## src/logic/mdsp_pkg.sv

```systemverilog
package mdsp_pkg;

  // frame lengths in serial clocks, then code and channel widths and the register word count
  localparam int unsigned ADDR_WORD_BITS = 10;
  localparam int unsigned DAC_FRAME_BITS = 24;
  localparam int unsigned READ_BITS      = 14;
  localparam int unsigned CODE_W         = 14;
  localparam int unsigned CHAN_W         = 6;
  localparam int unsigned NUM_WORDS      = 33;

  localparam logic [4:0] CNT_ADDR_END = 5'h0a;
  localparam logic [4:0] CNT_DAC_END  = 5'h18;
  localparam logic [4:0] CNT_READ_END = 5'h0e;

  // mode field values
  localparam logic [1:0] MODE_ACQ      = 2'h0;
  localparam logic [1:0] MODE_DAC      = 2'h1;
  localparam logic [1:0] MODE_ACQ_READ = 2'h2;
  localparam logic [1:0] MODE_READ     = 2'h3;

  // bit positions inside the 10-bit addressing word, msb first on the wire
  localparam int unsigned POS_MODE_HI = 9;
  localparam int unsigned POS_MODE_LO = 8;
  localparam int unsigned POS_CAL     = 7;
  localparam int unsigned POS_OFFS    = 6;
  localparam int unsigned POS_TEST    = 5;
  localparam int unsigned POS_ADDR_HI = 4;
  localparam int unsigned POS_ADDR_LO = 0;

  localparam logic [5:0] OFFSET_CHAN = 6'h20;

  // reset values
  localparam logic [13:0] CODE_RESET = 14'h0000;
  localparam logic [23:0] SHIFT_RESET = 24'h000000;
  // idle pin levels: strap, fsel, sclk, din, wr, addr[4:0], offs, cal
  localparam logic [11:0] PIN_IDLE    = 12'hc80;

  // acquisition timing
  localparam int unsigned CLK_PERIOD_NS = 8;
  localparam int unsigned ACQ_ONE_US    = 16;
  localparam int unsigned ACQ_ALL_US    = 45;
  localparam int unsigned ACQ_ONE_CYC   = ACQ_ONE_US * 1000 / CLK_PERIOD_NS;
  localparam int unsigned ACQ_ALL_CYC   = ACQ_ALL_US * 1000 / CLK_PERIOD_NS;
  localparam int unsigned BUSY_W        = 16;

  typedef enum logic [1:0] {
    ST_IDLE,
    ST_SHIFT_IN,
    ST_READ_OUT,
    ST_DONE
  } mdsp_state_e;

endpackage

```

## src/logic/mdsp_regfile.sv

```systemverilog
`timescale 1ns/1ps
module mdsp_regfile
  import mdsp_pkg::*;
(
  input  wire logic              clock,
  input  wire logic              reset,
  input  wire logic              wr_en,
  input  wire logic [CHAN_W-1:0] wr_addr,
  input  wire logic [CODE_W-1:0] wr_data,
  input  wire logic              fill_en,
  input  wire logic [CODE_W-1:0] fill_data,
  input  wire logic [CHAN_W-1:0] rd_addr,
  output logic      [CODE_W-1:0] rd_data
);

  logic [CODE_W-1:0] mem_ff [NUM_WORDS];

  // fill wins over a single write: it covers every word anyway
  always_ff @(posedge clock)
  begin
    for (int i = 0; i < NUM_WORDS; i++)
    begin
      if (fill_en)
        mem_ff[i] <= fill_data;
      else if (wr_en && (wr_addr == CHAN_W'(i)))
        mem_ff[i] <= wr_data;
    end
  end

  wire rd_hit = (rd_addr < CHAN_W'(NUM_WORDS));

  always_ff @(posedge clock or posedge reset)
  begin
    if (reset)
      rd_data <= CODE_RESET;
    else
      rd_data <= rd_hit ? mem_ff[rd_addr] : CODE_RESET;
  end

endmodule

```

## src/logic/mdsp_port.sv

```systemverilog
// Design decisions made here: the register offsets and the strobed register port.
`timescale 1ns/1ps
module mdsp_port
  import mdsp_pkg::*;
#(
  parameter logic        CAL_FILL_ONES = 1'b0,
  parameter int unsigned ACQ_ALL_CYCLES = ACQ_ALL_CYC
)
(
  input  wire logic              clock,
  input  wire logic              reset,
  input  wire logic              interface_select_strap,
  input  wire logic              frame_sel_n,
  input  wire logic              sclk,
  input  wire logic              din,
  output logic                   dout,
  output logic                   dout_oe,
  input  wire logic              wr_n,
  input  wire logic [4:0]        channel_addr,
  input  wire logic              offset_sel,
  input  wire logic              cal,
  input  wire logic              acq_result_valid,
  input  wire logic [CHAN_W-1:0] acq_result_chan,
  input  wire logic [CODE_W-1:0] acq_result_code,
  output logic                   acquire_mode,
  output logic                   acq_start,
  output logic [CHAN_W-1:0]      acq_chan,
  output logic                   acq_all,
  output logic                   acq_busy,
  output logic                   dac_load,
  output logic [CHAN_W-1:0]      dac_chan,
  output logic [CODE_W-1:0]      dac_code
);

  function automatic logic [CHAN_W-1:0] chan_sel(input logic offs,
                                                 input logic [4:0] addr);
    chan_sel = offs ? OFFSET_CHAN : {1'b0, addr};
  endfunction

  ////////////////////////////////////////////////////////////////////////////
  // pin synchronisers: stage one feeds stage two only

  localparam int unsigned NSYNC = 12;

  logic [NSYNC-1:0] sync1_ff;
  logic [NSYNC-1:0] sync2_ff;
  logic [NSYNC-1:0] pins_w;

  assign pins_w = {interface_select_strap, frame_sel_n, sclk, din, wr_n,
                   channel_addr, offset_sel, cal};

  always_ff @(posedge clock or posedge reset)
  begin
    if (reset)
    begin
      // idle levels, so that no false edge follows reset
      sync1_ff <= PIN_IDLE;
      sync2_ff <= PIN_IDLE;
    end
    else
    begin
      sync1_ff <= pins_w;
      sync2_ff <= sync1_ff;
    end
  end

  wire       strap_s = sync2_ff[11];
  wire       fsel_s  = sync2_ff[10];
  wire       sclk_s  = sync2_ff[9];
  wire       din_s   = sync2_ff[8];
  wire       wr_s    = sync2_ff[7];
  wire [4:0] addr_s  = sync2_ff[6:2];
  wire       offs_s  = sync2_ff[1];
  wire       cal_s   = sync2_ff[0];

  // edge detection looks only at the second stage and a delayed copy
  logic fsel_d_ff;
  logic sclk_d_ff;
  logic wr_d_ff;

  always_ff @(posedge clock or posedge reset)
  begin
    if (reset)
    begin
      fsel_d_ff <= 1'b1;
      sclk_d_ff <= 1'b0;
      wr_d_ff   <= 1'b1;
    end
    else
    begin
      fsel_d_ff <= fsel_s;
      sclk_d_ff <= sclk_s;
      wr_d_ff   <= wr_s;
    end
  end

  wire serial_en  = strap_s;
  wire fsel_fall  = fsel_d_ff & ~fsel_s;
  wire sclk_rise  = ~sclk_d_ff & sclk_s;
  wire sclk_fall  = sclk_d_ff & ~sclk_s;
  wire wr_rise    = ~wr_d_ff & wr_s;
  wire cs_active  = ~fsel_s;

  assign acquire_mode = ~strap_s;

  ////////////////////////////////////////////////////////////////////////////
  // serial frame control

  mdsp_state_e       state_ff;
  mdsp_state_e       nxt_state;
  logic [4:0]        cnt_ff;
  logic [23:0]       shift_in_ff;
  logic [CODE_W-1:0] shift_out_ff;
  logic              rb_pending_ff;
  logic [CHAN_W-1:0] rb_chan_ff;
  logic [CODE_W-1:0] rd_data;

  wire in_frame   = (state_ff == ST_SHIFT_IN) || (state_ff == ST_READ_OUT);
  wire start      = serial_en && fsel_fall && !in_frame;
  wire [23:0] nxt_shift = {shift_in_ff[22:0], din_s};
  wire [4:0]  nxt_cnt   = cnt_ff + 5'h01;

  wire [1:0] mode_w  = {nxt_shift[POS_MODE_HI], nxt_shift[POS_MODE_LO]};
  wire [1:0] mode_24 = {nxt_shift[POS_MODE_HI + READ_BITS],
                        nxt_shift[POS_MODE_LO + READ_BITS]};
  wire in_fall    = (state_ff == ST_SHIFT_IN) && sclk_fall;
  wire end_addr   = in_fall && (nxt_cnt == CNT_ADDR_END)
                    && (mode_w != MODE_DAC);
  wire end_dac    = in_fall && (nxt_cnt == CNT_DAC_END)
                    && (mode_24 == MODE_DAC);

  wire [9:0] word10 = nxt_shift[9:0];
  wire [9:0] word24 = nxt_shift[23:14];
  wire [CHAN_W-1:0] ser_chan = chan_sel(word10[POS_OFFS],
                               word10[POS_ADDR_HI:POS_ADDR_LO]);
  wire [CHAN_W-1:0] dac_chan_w = chan_sel(word24[POS_OFFS],
                                 word24[POS_ADDR_HI:POS_ADDR_LO]);
  wire ser_acq   = end_addr && !mode_w[0];
  wire ser_rb    = end_addr && mode_w[1];
  wire dac_fill  = end_dac && word24[POS_CAL];
  wire dac_wr    = end_dac && !word24[POS_CAL];
  // the test bit is not decoded: it only matters for factory test

  wire rd_fall   = (state_ff == ST_READ_OUT) && sclk_fall && dout_oe;
  wire rd_end    = rd_fall && (nxt_cnt == CNT_READ_END);

  always_comb
  begin
    nxt_state = state_ff;
    case (state_ff)
      ST_IDLE, ST_DONE:
        if (start)
          nxt_state = rb_pending_ff ? ST_READ_OUT : ST_SHIFT_IN;
      ST_SHIFT_IN:
        if (end_addr || end_dac)
          nxt_state = ST_DONE;
      ST_READ_OUT:
        if (rd_end)
          nxt_state = ST_DONE;
      default:
        nxt_state = ST_IDLE;
    endcase
    if (!serial_en)
      nxt_state = ST_IDLE;
  end

  always_ff @(posedge clock or posedge reset)
  begin
    if (reset)
      state_ff <= ST_IDLE;
    else
      state_ff <= nxt_state;
  end

  // counter cleared only by the first frame-select fall of a frame
  always_ff @(posedge clock or posedge reset)
  begin
    if (reset)
      cnt_ff <= 5'h00;
    else if (start)
      cnt_ff <= 5'h00;
    else if (in_fall || rd_fall)
      cnt_ff <= nxt_cnt;
  end

  always_ff @(posedge clock or posedge reset)
  begin
    if (reset)
      shift_in_ff <= SHIFT_RESET;
    else if (start)
      shift_in_ff <= SHIFT_RESET;
    else if (in_fall)
      shift_in_ff <= nxt_shift;
  end

  // a readback frame always follows an addressing write in a read mode
  always_ff @(posedge clock or posedge reset)
  begin
    if (reset)
    begin
      rb_pending_ff <= 1'b0;
      rb_chan_ff    <= 6'h00;
    end
    else if (ser_rb)
    begin
      rb_pending_ff <= 1'b1;
      rb_chan_ff    <= ser_chan;
    end
    else if (start || !serial_en)
      rb_pending_ff <= 1'b0;
  end

  ////////////////////////////////////////////////////////////////////////////
  // readback shifter; din is not looked at in this state

  always_ff @(posedge clock or posedge reset)
  begin
    if (reset)
    begin
      shift_out_ff <= CODE_RESET;
      dout         <= 1'b0;
      dout_oe      <= 1'b0;
    end
    else if (start)
    begin
      shift_out_ff <= rd_data;
      dout_oe      <= 1'b0;
    end
    else if ((state_ff == ST_READ_OUT) && sclk_rise)
    begin
      dout         <= shift_out_ff[CODE_W-1];
      shift_out_ff <= {shift_out_ff[CODE_W-2:0], 1'b0};
      dout_oe      <= 1'b1;
    end
    else if (rd_end || !serial_en)
      dout_oe      <= 1'b0;
  end

  ////////////////////////////////////////////////////////////////////////////
  // parallel port, acquire only

  wire par_acq = !serial_en && cs_active && wr_rise;

  ////////////////////////////////////////////////////////////////////////////
  // outputs toward the analog side

  wire any_acq  = ser_acq || par_acq;
  wire all_w    = serial_en ? word10[POS_CAL] : cal_s;
  wire [CHAN_W-1:0] acq_chan_w = serial_en ? ser_chan
                                 : chan_sel(offs_s, addr_s);

  always_ff @(posedge clock or posedge reset)
  begin
    if (reset)
    begin
      acq_start <= 1'b0;
      acq_chan  <= 6'h00;
      acq_all   <= 1'b0;
    end
    else
    begin
      acq_start <= any_acq;
      if (any_acq)
      begin
        acq_chan <= acq_chan_w;
        acq_all  <= all_w;
      end
    end
  end

  // busy covers the one- or all-channel acquisition time; the all-channel time is typical
  logic [BUSY_W-1:0] busy_ff;

  always_ff @(posedge clock or posedge reset)
  begin
    if (reset)
      busy_ff <= 16'h0000;
    else if (any_acq)
      busy_ff <= all_w ? BUSY_W'(ACQ_ALL_CYCLES) : BUSY_W'(ACQ_ONE_CYC);
    else if (busy_ff != 16'h0000)
      busy_ff <= busy_ff - 16'h0001;
  end

  assign acq_busy = (busy_ff != 16'h0000);

  always_ff @(posedge clock or posedge reset)
  begin
    if (reset)
    begin
      dac_load <= 1'b0;
      dac_chan <= 6'h00;
      dac_code <= CODE_RESET;
    end
    else
    begin
      dac_load <= dac_wr;
      if (dac_wr)
      begin
        dac_chan <= dac_chan_w;
        dac_code <= nxt_shift[CODE_W-1:0];
      end
    end
  end

  ////////////////////////////////////////////////////////////////////////////
  // register store; serial load has priority over an acquisition result

  wire [CODE_W-1:0] fill_w = {CODE_W{CAL_FILL_ONES}};
  wire              mem_we = dac_wr || acq_result_valid;
  wire [CHAN_W-1:0] mem_wa = dac_wr ? dac_chan_w : acq_result_chan;
  wire [CODE_W-1:0] mem_wd = dac_wr ? nxt_shift[CODE_W-1:0]
                                    : acq_result_code;

  mdsp_regfile u_regfile (
    .clock     (clock),
    .reset     (reset),
    .wr_en     (mem_we),
    .wr_addr   (mem_wa),
    .wr_data   (mem_wd),
    .fill_en   (dac_fill),
    .fill_data (fill_w),
    .rd_addr   (rb_chan_ff),
    .rd_data   (rd_data)
  );

endmodule

```

## config.mk

```make
export PLATFORM = sky130hd
export DESIGN_NAME = mdsp_port
export DESIGN_NICKNAME = d
export VERILOG_FILES = /design/src/logic/mdsp_pkg.sv /design/src/logic/mdsp_regfile.sv /design/src/logic/mdsp_port.sv
export SDC_FILE = /design/constraint.sdc
export NUM_CORES = 1
export LEC_CHECK = 0
export BUFFER_PORTS_ARGS = -buffer_cell sky130_fd_sc_hd__buf_2
export CORE_MARGIN = 5
export CORE_UTILIZATION = 45
export DETAILED_ROUTE_END_ITERATION = 10
export PLACE_DENSITY = 0.72
export SLEW_MARGIN = 20
export SYNTH_ARGS = -nofsm -noshare
export SYNTH_HDL_FRONTEND = slang
export SYNTH_SLANG_ARGS = --single-unit
```

## constraint.sdc

```tcl
create_clock -name clock -period 6.8 [get_ports clock]
set_input_delay 1.02 -clock clock [delete_from_list [all_inputs] [get_ports clock]]
set_output_delay 1.02 -clock clock [all_outputs]
set_load 0.02 [all_outputs]
```

==> run summary, run 1 <==
Across the VDD grid, the largest voltage drop is 0.000181 V. The count of fill cells added during filler insertion was 4,958; the sum of overflow across all layers after global routing was 0. The global placer's final weighted congestion is 0.896.

The worst hold path terminates at sync2_ff[5]$_DFF_PP0_. The tools report the clock latency on the worst-skew pair as 0.61 ns. In this run the most critical hold path is launched from sync1_ff[5]$_DFF_PP0_. Setup repair after global routing left no endpoint under its margin. The core footprint was 0.0606 mm^2; the overall fraction of global-route tracks in use was 22.4%. The H-tree was split into 3 levels. The worst hold-check path type is reg -> reg. The run gives 0.0174 mm^2 as the sequential standard cell area. The top routing layer in use was met5.

The multi-input combinational cells in the finished layout cover a total of 0.00953 mm^2. Count of max-cap constraint violations: 0. Measured against its own limit, the worst slew margin works out to 23.9%. The tools report the master cell of the clock root buffer as clkbuf_16. For the final routed database, the setup TNS stands at 0 ns. The routed length on met1 came out at 28,100 um. The largest fanout on the critical path came out at 34. In the final layout, the share of cells above drive strength 1 is 21.1%.

The total leakage power is 8.65 nW, and the total of cells resized after clock tree synthesis is 0. The total count of max-transition violations in the final report was 0; the die extent in y was 258 um. Clock-pin slew was measured on the worst setup and hold paths at 0.06 ns. The power density of the placed cells came out at 262 mW/mm^2.

Counting flops with a built-in enable in the synthesized netlist gives 462. The average footprint of a synthesized cell works out to 13.3 um^2. The floorplan step set the die width to 258 um. TritonCTS built the clock tree. For the required time of the worst setup path, the log shows 7.10 ns. The largest net degree at the start of global routing was 103. The initial utilization of the core area, before any placement, comes to 45.6%. The worst path needs 4.35 ns of the cycle, external delays included. The post-route total power is 0.00809 W.

After synthesis, the cell types taking the most area are edfxtp_1 50%, dfrtp_1 12%, mux4_2 7.5%. The global-route wire length before repair came out at 115,000 um. The tools report the I/O pin count as 68.

The area of the mapped netlist is 0.0277 mm^2. The final antenna-violating net count was 0; the flop-to-flop setup slack was 2.45 ns. The worst register-to-register path ends at u_regfile.mem_ff[24][0]$_SDFFCE_PN0P_. The tools report the number of buffers added by the clock tree synthesis step as 66.

The run finished with clean final reports. The area growth from synthesis to layout is 11.8%. The top cell types in the final layout, fill and taps aside, are 462 x edfxtp_1, 319 x nor3_1, 151 x nor4_1, 128 x dfrtp_1, 104 x nand2_1.

The run gives 18,500 as the number of global-route vias before repair. The post-detailed-route via-to-cell ratio was 6.49. The flip-flop and latch count after synthesis is 601, and the area of the die is 0.0665 mm^2. For the clock tree skew after final layout, the log shows 0.0284 ns.

After the first detailed-routing iteration, the DRC count stood at 2,409. The actual slew at the worst max-slew pin is 1.14 ns. The most used flip-flop cell after synthesis is edfxtp_1.

The worst setup path is captured at a flip-flop. The final hold violation count was 0; the average wire per standard cell was 26.3 um. The library cell used most frequently in the layout, excluding fill and tap cells, is edfxtp_1. The final cycle utilization of the critical path works out to 64.0%. The worst register-to-register path begins at cnt_ff[0]$_DFFE_PP0P_. By startpoint and endpoint, the worst setup path is classified as reg -> reg. Counting every net in the synthesized netlist gives 2,124. The tools report the amount of wire on met2 after detailed routing as 36,000 um. The number of cells on the worst reg-to-reg path is 10. The number of cells traversed by the worst hold path is 0, and the async set-or-reset flop fraction in the synthesized netlist is 23.1%. The netlist uses 67 different library cells. The tools report the total wirelength of the detailed-routed design as 75,800 um. The layout net count was 2,096; the total clock sinks was 601.

After clock tree synthesis, the setup repair step added 0 buffers. The count of standard-cell rows is 90, and the maximum clock frequency is 0.230 GHz. The tools report the number of detailed-route iterations in the first pass as 5.

After synthesis, the largest area contributor takes up 50.2% of total cell area. The DRC violation count after routing came out at 0. The met3 wire length was 8340 um. The cell count after synthesis came out at 2,083.

Setup violations remaining at the end of the flow were counted as 0. The initial antenna violation count came out at 2. Cell taking the most area after synthesis: edfxtp_1. The run gives 45,800 um as the total half-perimeter wirelength after legalization and detailed placement. Data on the critical path arrives at its endpoint at 4.65 ns. During synthesis, Yosys emitted a total of 0 warnings. The post-synthesis sequential area ratio is 62.8%, and the count of input and output buffers is 67. For the deepest clock path buffer count, the log shows 3. STA classifies the critical path startpoint as a flip-flop. The number of hold buffers added after CTS was 0. The repair_antennas step left the layout with diodes totalling 0. The routed layout has 18,700 vias.
[Yosys cell counts (all sizes together) (23+ instances only)]
| cell | instances |
|---|---|
| a22oi | 23 |
| o21ai | 53 |
| buf | 129 |
| nand2 | 105 |
| mux2 | 30 |
| dfrtp | 131 |
| clkbuf | 108 |
| mux4 | 92 |
| edfxtp | 462 |
| nor4 | 168 |
| nor2 | 84 |
| mux2i | 111 |
| a21oi | 62 |
| nor3 | 319 |
[per-stage QoR]
stage,area [um^2],hold slack [ns],instances,util [%],setup WS [ns]
2_1_floorplan,27700,0.331,2083,-,2.07
3_3_place_gp,28800,0.337,2767,47.5,2.43
3_5_place_dp,28900,0.336,2768,47.6,2.27
4_1_cts,30900,0.348,2882,51.0,2.25
5_1_grt,30900,0.362,2883,51.0,2.27
6_report,30900,0.347,2883,51.0,2.45
[routing by layer]
layer,vias to the layer above,global-route usage [%]
met3,192,6.12
li1,8049,-
met1,9383,29.5
met2,1097,35.7
met4,4,9.06
met5,-,0
[where the power goes]
| group | internal [W] | switching [W] |
|---|---|---|
| combinational | 0.000179 | 0.000397 |
| sequential | 0.00404 | 0.0000993 |
| clock | 0.00194 | 0.00144 |
[kinds of logic (layout without fill, tap and decap cells)]
kind of cell	after synthesis	in the layout	synth area share [%]
AO/OA/AOI/OAI	217	217	4.99
XOR/XNOR	14	14	0.443
adder cells (fa/ha/maj)	6	6	0.271
buffers and inverters	256	274	4.14
flip-flops	601	601	62.8
multiplexers	233	233	12.9
AND/OR/NAND/NOR	756	756	14.5
[area by class of cell]
class	instances	area share, %
Clock buffer	85	5.78
Clock inverter	29	0.745
Inverter	19	0.255
Multi-Input combinational cell	1226	30.8
Sequential cell	601	56.2
Tap cell	782	3.17
Timing Repair Buffer	141	3.05
[worst max-delay path, cell delays in order, from the launching register on]
cell      delay, ns
dfrtp_1        0.44
ha_1           0.31
a21boi_0       0.24
o221a_2        0.26
o21a_4         0.35
nand2_4        0.11
inv_4          0.56
buf_4          0.56
mux2i_4        0.65
buf_4          0.43
nor4_1         0.10
[worst max-delay path by stage]
| stage | startpoint | endpoint | slack, ns | cells past startpoint |
|---|---|---|---|---|
| final | cnt_ff[0]$_DFFE_PP0P_ | u_regfile.mem_ff[24][0]$_SDFFCE_PN0P_ | 2.45 | 10 |
| after global routing | cnt_ff[0]$_DFFE_PP0P_ | u_regfile.mem_ff[22][11]$_SDFFCE_PN0P_ | 2.27 | 10 |
| after CTS | cnt_ff[0]$_DFFE_PP0P_ | u_regfile.mem_ff[13][8]$_SDFFCE_PN0P_ | 2.25 | 9 |
| after detailed placement | cnt_ff[0]$_DFFE_PP0P_ | u_regfile.mem_ff[13][6]$_SDFFCE_PN0P_ | 2.27 | 9 |
| after global placement | cnt_ff[0]$_DFFE_PP0P_ | u_regfile.mem_ff[11][6]$_SDFFCE_PN0P_ | 2.43 | 9 |
| after floorplan | reset | acq_all$_DFFE_PP0N_ | 2.07 | 1 |
[registers in the layout, indices dropped and copies added (netlist names), 2 cells and up]
register	cells
u_regfile.mem_ff	462
shift_in_ff	23
busy_ff	16
dac_code	14
shift_out_ff	14
u_regfile.rd_data	14
sync1_ff	12
sync2_ff	12
acq_chan	6
dac_chan	6
rb_chan_ff	6
cnt_ff	5
state_ff	2
No activity file was read; power rests on OpenSTA's default activity.
==> inputs of run 2 (changes only) <==
--- a/config.mk
+++ b/config.mk
@@ -9,7 +9,7 @@
 export CORE_MARGIN = 5
 export CORE_UTILIZATION = 45
 export DETAILED_ROUTE_END_ITERATION = 10
-export PLACE_DENSITY = 0.72
+export PLACE_DENSITY = 0.74
 export SLEW_MARGIN = 20
 export SYNTH_ARGS = -nofsm -noshare
 export SYNTH_HDL_FRONTEND = slang
==> constraint.sdc (replaced) <==
create_clock -name clock -period 3.65 [get_ports clock]
set_input_delay 0.5475 -clock clock [delete_from_list [all_inputs] [get_ports clock]]
set_output_delay 0.5475 -clock clock [all_outputs]
set_load 0.02 [all_outputs]
==> run summary, run 2 (synthesized netlist as in run 1, its figures left out) <==
The run finished with clean final reports. The logs give 0.926 (was 0.896) for the global placer's final weighted congestion and 19,200 (was 18,500) for the number of global-route vias before repair. The logs give 2,650 (was 2,409) for the starting DRC count in detailed routing and 0.0171 ns (was 0.0284 ns) for the clock tree skew after final layout. TritonCTS built the clock tree. The flip-flop count of the largest register after layout is 462 (unchanged). The tools report the master cell of the clock root buffer as clkbuf_16 (unchanged). Net switching fraction of the power: 23.5% (was 23.9%).

The tools report the core footprint as 0.0606 mm^2 (unchanged). The initial antenna violation count came out at 1 (was 2). The tools report the number of buffers added to fix hold violations after cts as 8 (was 0). The worst hold-check path type is in -> reg (was reg -> reg). Total count of max-transition violations in the final report: 0 (unchanged).

Number of diodes added for antenna fixing: 0 (unchanged). The run gives 59 (was 66) as the number of buffers added by the clock tree synthesis step. The count of input and output buffers is 67 (unchanged), and the part of the power in registers is 50.0% (was 51.1%). The tools report the power spent charging and discharging nets as 0.00362 W (was 0.00194 W). Commonest cells after routing, fill and taps aside: 462 x edfxtp_1, 319 x nor3_1, 151 x nor4_1, 128 x dfrtp_1, 104 x nand2_1 (unchanged). The post-route total power was 0.0154 W (was 0.00809 W); the maximum vdd drop was 0.000411 V (was 0.000181 V). Register containing the most flip-flops in the final layout: u_regfile.mem_ff (unchanged).

The actual slew at the worst max-slew pin works out to 0.958 ns (was 1.14 ns). The type of the setup path with the least slack was reg -> out (was reg -> reg). The cell count after placement is 2,820 (was 2,768), and the sum of overflow across all layers after global routing is 0 (unchanged). The count of fill cells added during filler insertion was 4,899 (was 4,958); the power density of the placed cells was 487 mW/mm^2 (was 262 mW/mm^2). The largest fanout on the critical path works out to 6 (was 34). For the maximum clock frequency, the log shows 0.297 GHz.

The slowest stage cell on the critical path is or4_1 (was mux2i_4). The number of H-tree branching levels came out at 2 (was 3). The total leakage power is 9.04 nW (was 8.65 nW), and the amount of wire on met2 after detailed routing is 36,800 um (was 36,000 um).

The data arrival time of the critical path was 2.82 ns (was 4.65 ns). The area overhead of the layout relative to synthesis was 14.5% (was 11.8%). The tools report the combinational group share of total power as 7.3% (was 7.1%).

The total negative slack came out at 0 ns (unchanged). The total clock sinks was 601 (unchanged); the overall fraction of global-route tracks in use was 22.8% (was 22.4%). The smallest clock period supported by the final layout is computed as 3.37 ns. The number of detailed-route iterations in the first pass is 6 (was 5), and the post-detailed-route via-to-cell ratio is 6.55 (was 6.49). The run gives 0.0118 W (was 0.00615 W) as the internal portion of total power.

The critical path launch point type was a flip-flop (unchanged). The tools report the I/O pin count as 68 (unchanged). Die extent in y: 258 um (unchanged). Average wire per standard cell: 26.3 um (about the same).

The tools report the required time of the worst setup path as 3.10 ns (was 7.10 ns). The clock power share was 42.7% (was 41.8%). The number of standard cells in the layout, taps in and fillers out is 2,939 (was 2,883).

Setup repair after global routing left no endpoint under its margin. The via count was 19,200 (was 18,700). The met3 wire length is 8650 um (was 8340 um), and the DRC violation count after routing is 0 (unchanged). The run gives 48,100 um (was 45,800 um) as the total half-perimeter wirelength after legalization and detailed placement. Deepest clock path buffer count: 3 (unchanged). The clock latency on the worst-skew pair was 0.63 ns (was 0.61 ns). The critical path endpoint category is an output port (was a flip-flop). The layout net count was 2,148 (was 2,096); the stage delay of the slowest cell on the critical path was 0.65 ns (about the same). The normalized max-slew margin is 36.0% (was 23.9%).

Global-route wire length before repair: 118,000 um (was 115,000 um). The overall die width was 258 um (unchanged). For the count of max-cap constraint violations, the log shows 0 (unchanged). Area of the die: 0.0665 mm^2 (unchanged).

The clock-pin slew on the worst setup and hold paths was 0.06 ns (about the same). Registers with the highest flip-flop counts: u_regfile.mem_ff: 462 flops, shift_in_ff: 23 flops, busy_ff: 16 flops (unchanged). The final antenna-violating net count is 0 (unchanged). Leading cell type in the layout, fill and taps excluded: edfxtp_1 (unchanged). Number of buffers inserted by post-CTS setup repair: 0 (unchanged). The total wirelength of the detailed-routed design came out at 77,300 um (was 75,800 um). Top routing layer in use: met5 (unchanged).

Most frequent cell on the critical path: or4_1 (was buf_4). The total of cells resized after clock tree synthesis was 0 (unchanged). For the largest net degree at the start of global routing, the log shows 140 (was 103). Cells along the critical path: or4_1 > or4_1 > nor2_1 > inv_1 > buf_2 (was ha_1 > a21boi_0 > o221a_2 > o21a_4 > nand2_4 > inv_4 > buf_4 > mux2i_4 > buf_4 > nor4_1). The final hold violation count is 0 (unchanged). The run gives 28,100 um (about the same) as the routed length on met1.

For the initial standard-cell utilization of the core, the log shows 45.6% (unchanged). The proportion of layout cells with a drive suffix above 1 works out to 22.8% (was 21.1%). Final cycle utilization of the critical path: 92.4%.

The count of endpoints failing setup in the final report is 0 (unchanged). For the count of standard-cell rows, the log shows 90 (unchanged).
[run 2: cell count changes in the layout (fill, tap and decap cells not counted), sizes merged]
cell,change
bufinv,+9
clkinvlp,+4
inv,-4
clkinv,-2
clkbuf,-10
buf,+51
dlygate4sd3,+8
[run 2: power by group through the flow]
stage / logic, W / clock network (W) / registers [W]
finish: 0.00113 / 0.00658 / 0.00771
global route: 0.00122 / 0.00691 / 0.00773
CTS: 0.00112 / 0.00663 / 0.00770
detailed placement: 0.00110 / 0 / 0.00784
global placement: 0.00106 / 0 / 0.00783
floorplan: 0.000723 / 0 / 0.00780
[run 2: per-layer routing]
metal	vias to the layer above	track usage (%)
met4	2	10.4
met5	-	0
met1	9653	30.1
met3	212	5.20
li1	8139	-
met2	1243	36.5
[run 2: through the flow]
| stage | hold WS (ns) | util (%) | area, um^2 | worst slack, ns |
|---|---|---|---|---|
| floorplan | 0.331 | - | 27700 | 0.0455 |
| global placement | 0.335 | 48.6 | 29500 | 0.530 |
| detailed placement | 0.340 | 48.6 | 29500 | 0.360 |
| CTS | 0.00106 | 52.2 | 31600 | 0.249 |
| global route | 0.00877 | 52.3 | 31700 | 0.114 |
| finish | 0.0220 | 52.3 | 31700 | 0.278 |
[run 2: final cells by class]
cell class | count | area (um^2) | area share, %
Clock buffer | 75 | 1610 | 5.08
Sequential cell | 601 | 17400 | 54.9
Inverter | 19 | 77.6 | 0.245
Multi-Input combinational cell | 1226 | 9460 | 29.9
Timing Repair Buffer | 200 | 1670 | 5.26
Clock inverter | 36 | 495 | 1.57
Tap cell | 782 | 978 | 3.09
[run 2: final timing paths]
kind,startpoint,endpoint,slack (ns),cells past startpoint
hold reg to reg,sync1_ff[4]$_DFF_PP0_,sync2_ff[4]$_DFF_PP0_,0.35,0
setup / recovery,busy_ff[2]$_DFFE_PP0P_,acq_busy,0.28,5
setup reg to reg,cnt_ff[0]$_DFFE_PP0P_,u_regfile.mem_ff[15][6]$_SDFFCE_PN0P_,0.29,11
max in group asynchronous,reset,rb_chan_ff[1]$_DFFE_PP0P_,2.94,3
hold / removal,sclk,sync1_ff[9]$_DFF_PP0_,0.02,1
min in group asynchronous,reset,sync2_ff[2]$_DFF_PP0_,0.15,3
[run 2: worst max-delay path, delay by kind of cell (launching register included)]
kind / cells / cell delay, ns
and+or+nand+nor: 3 / 1.44
buffers and inverters: 2 / 0.34
DFF: 1 / 0.41
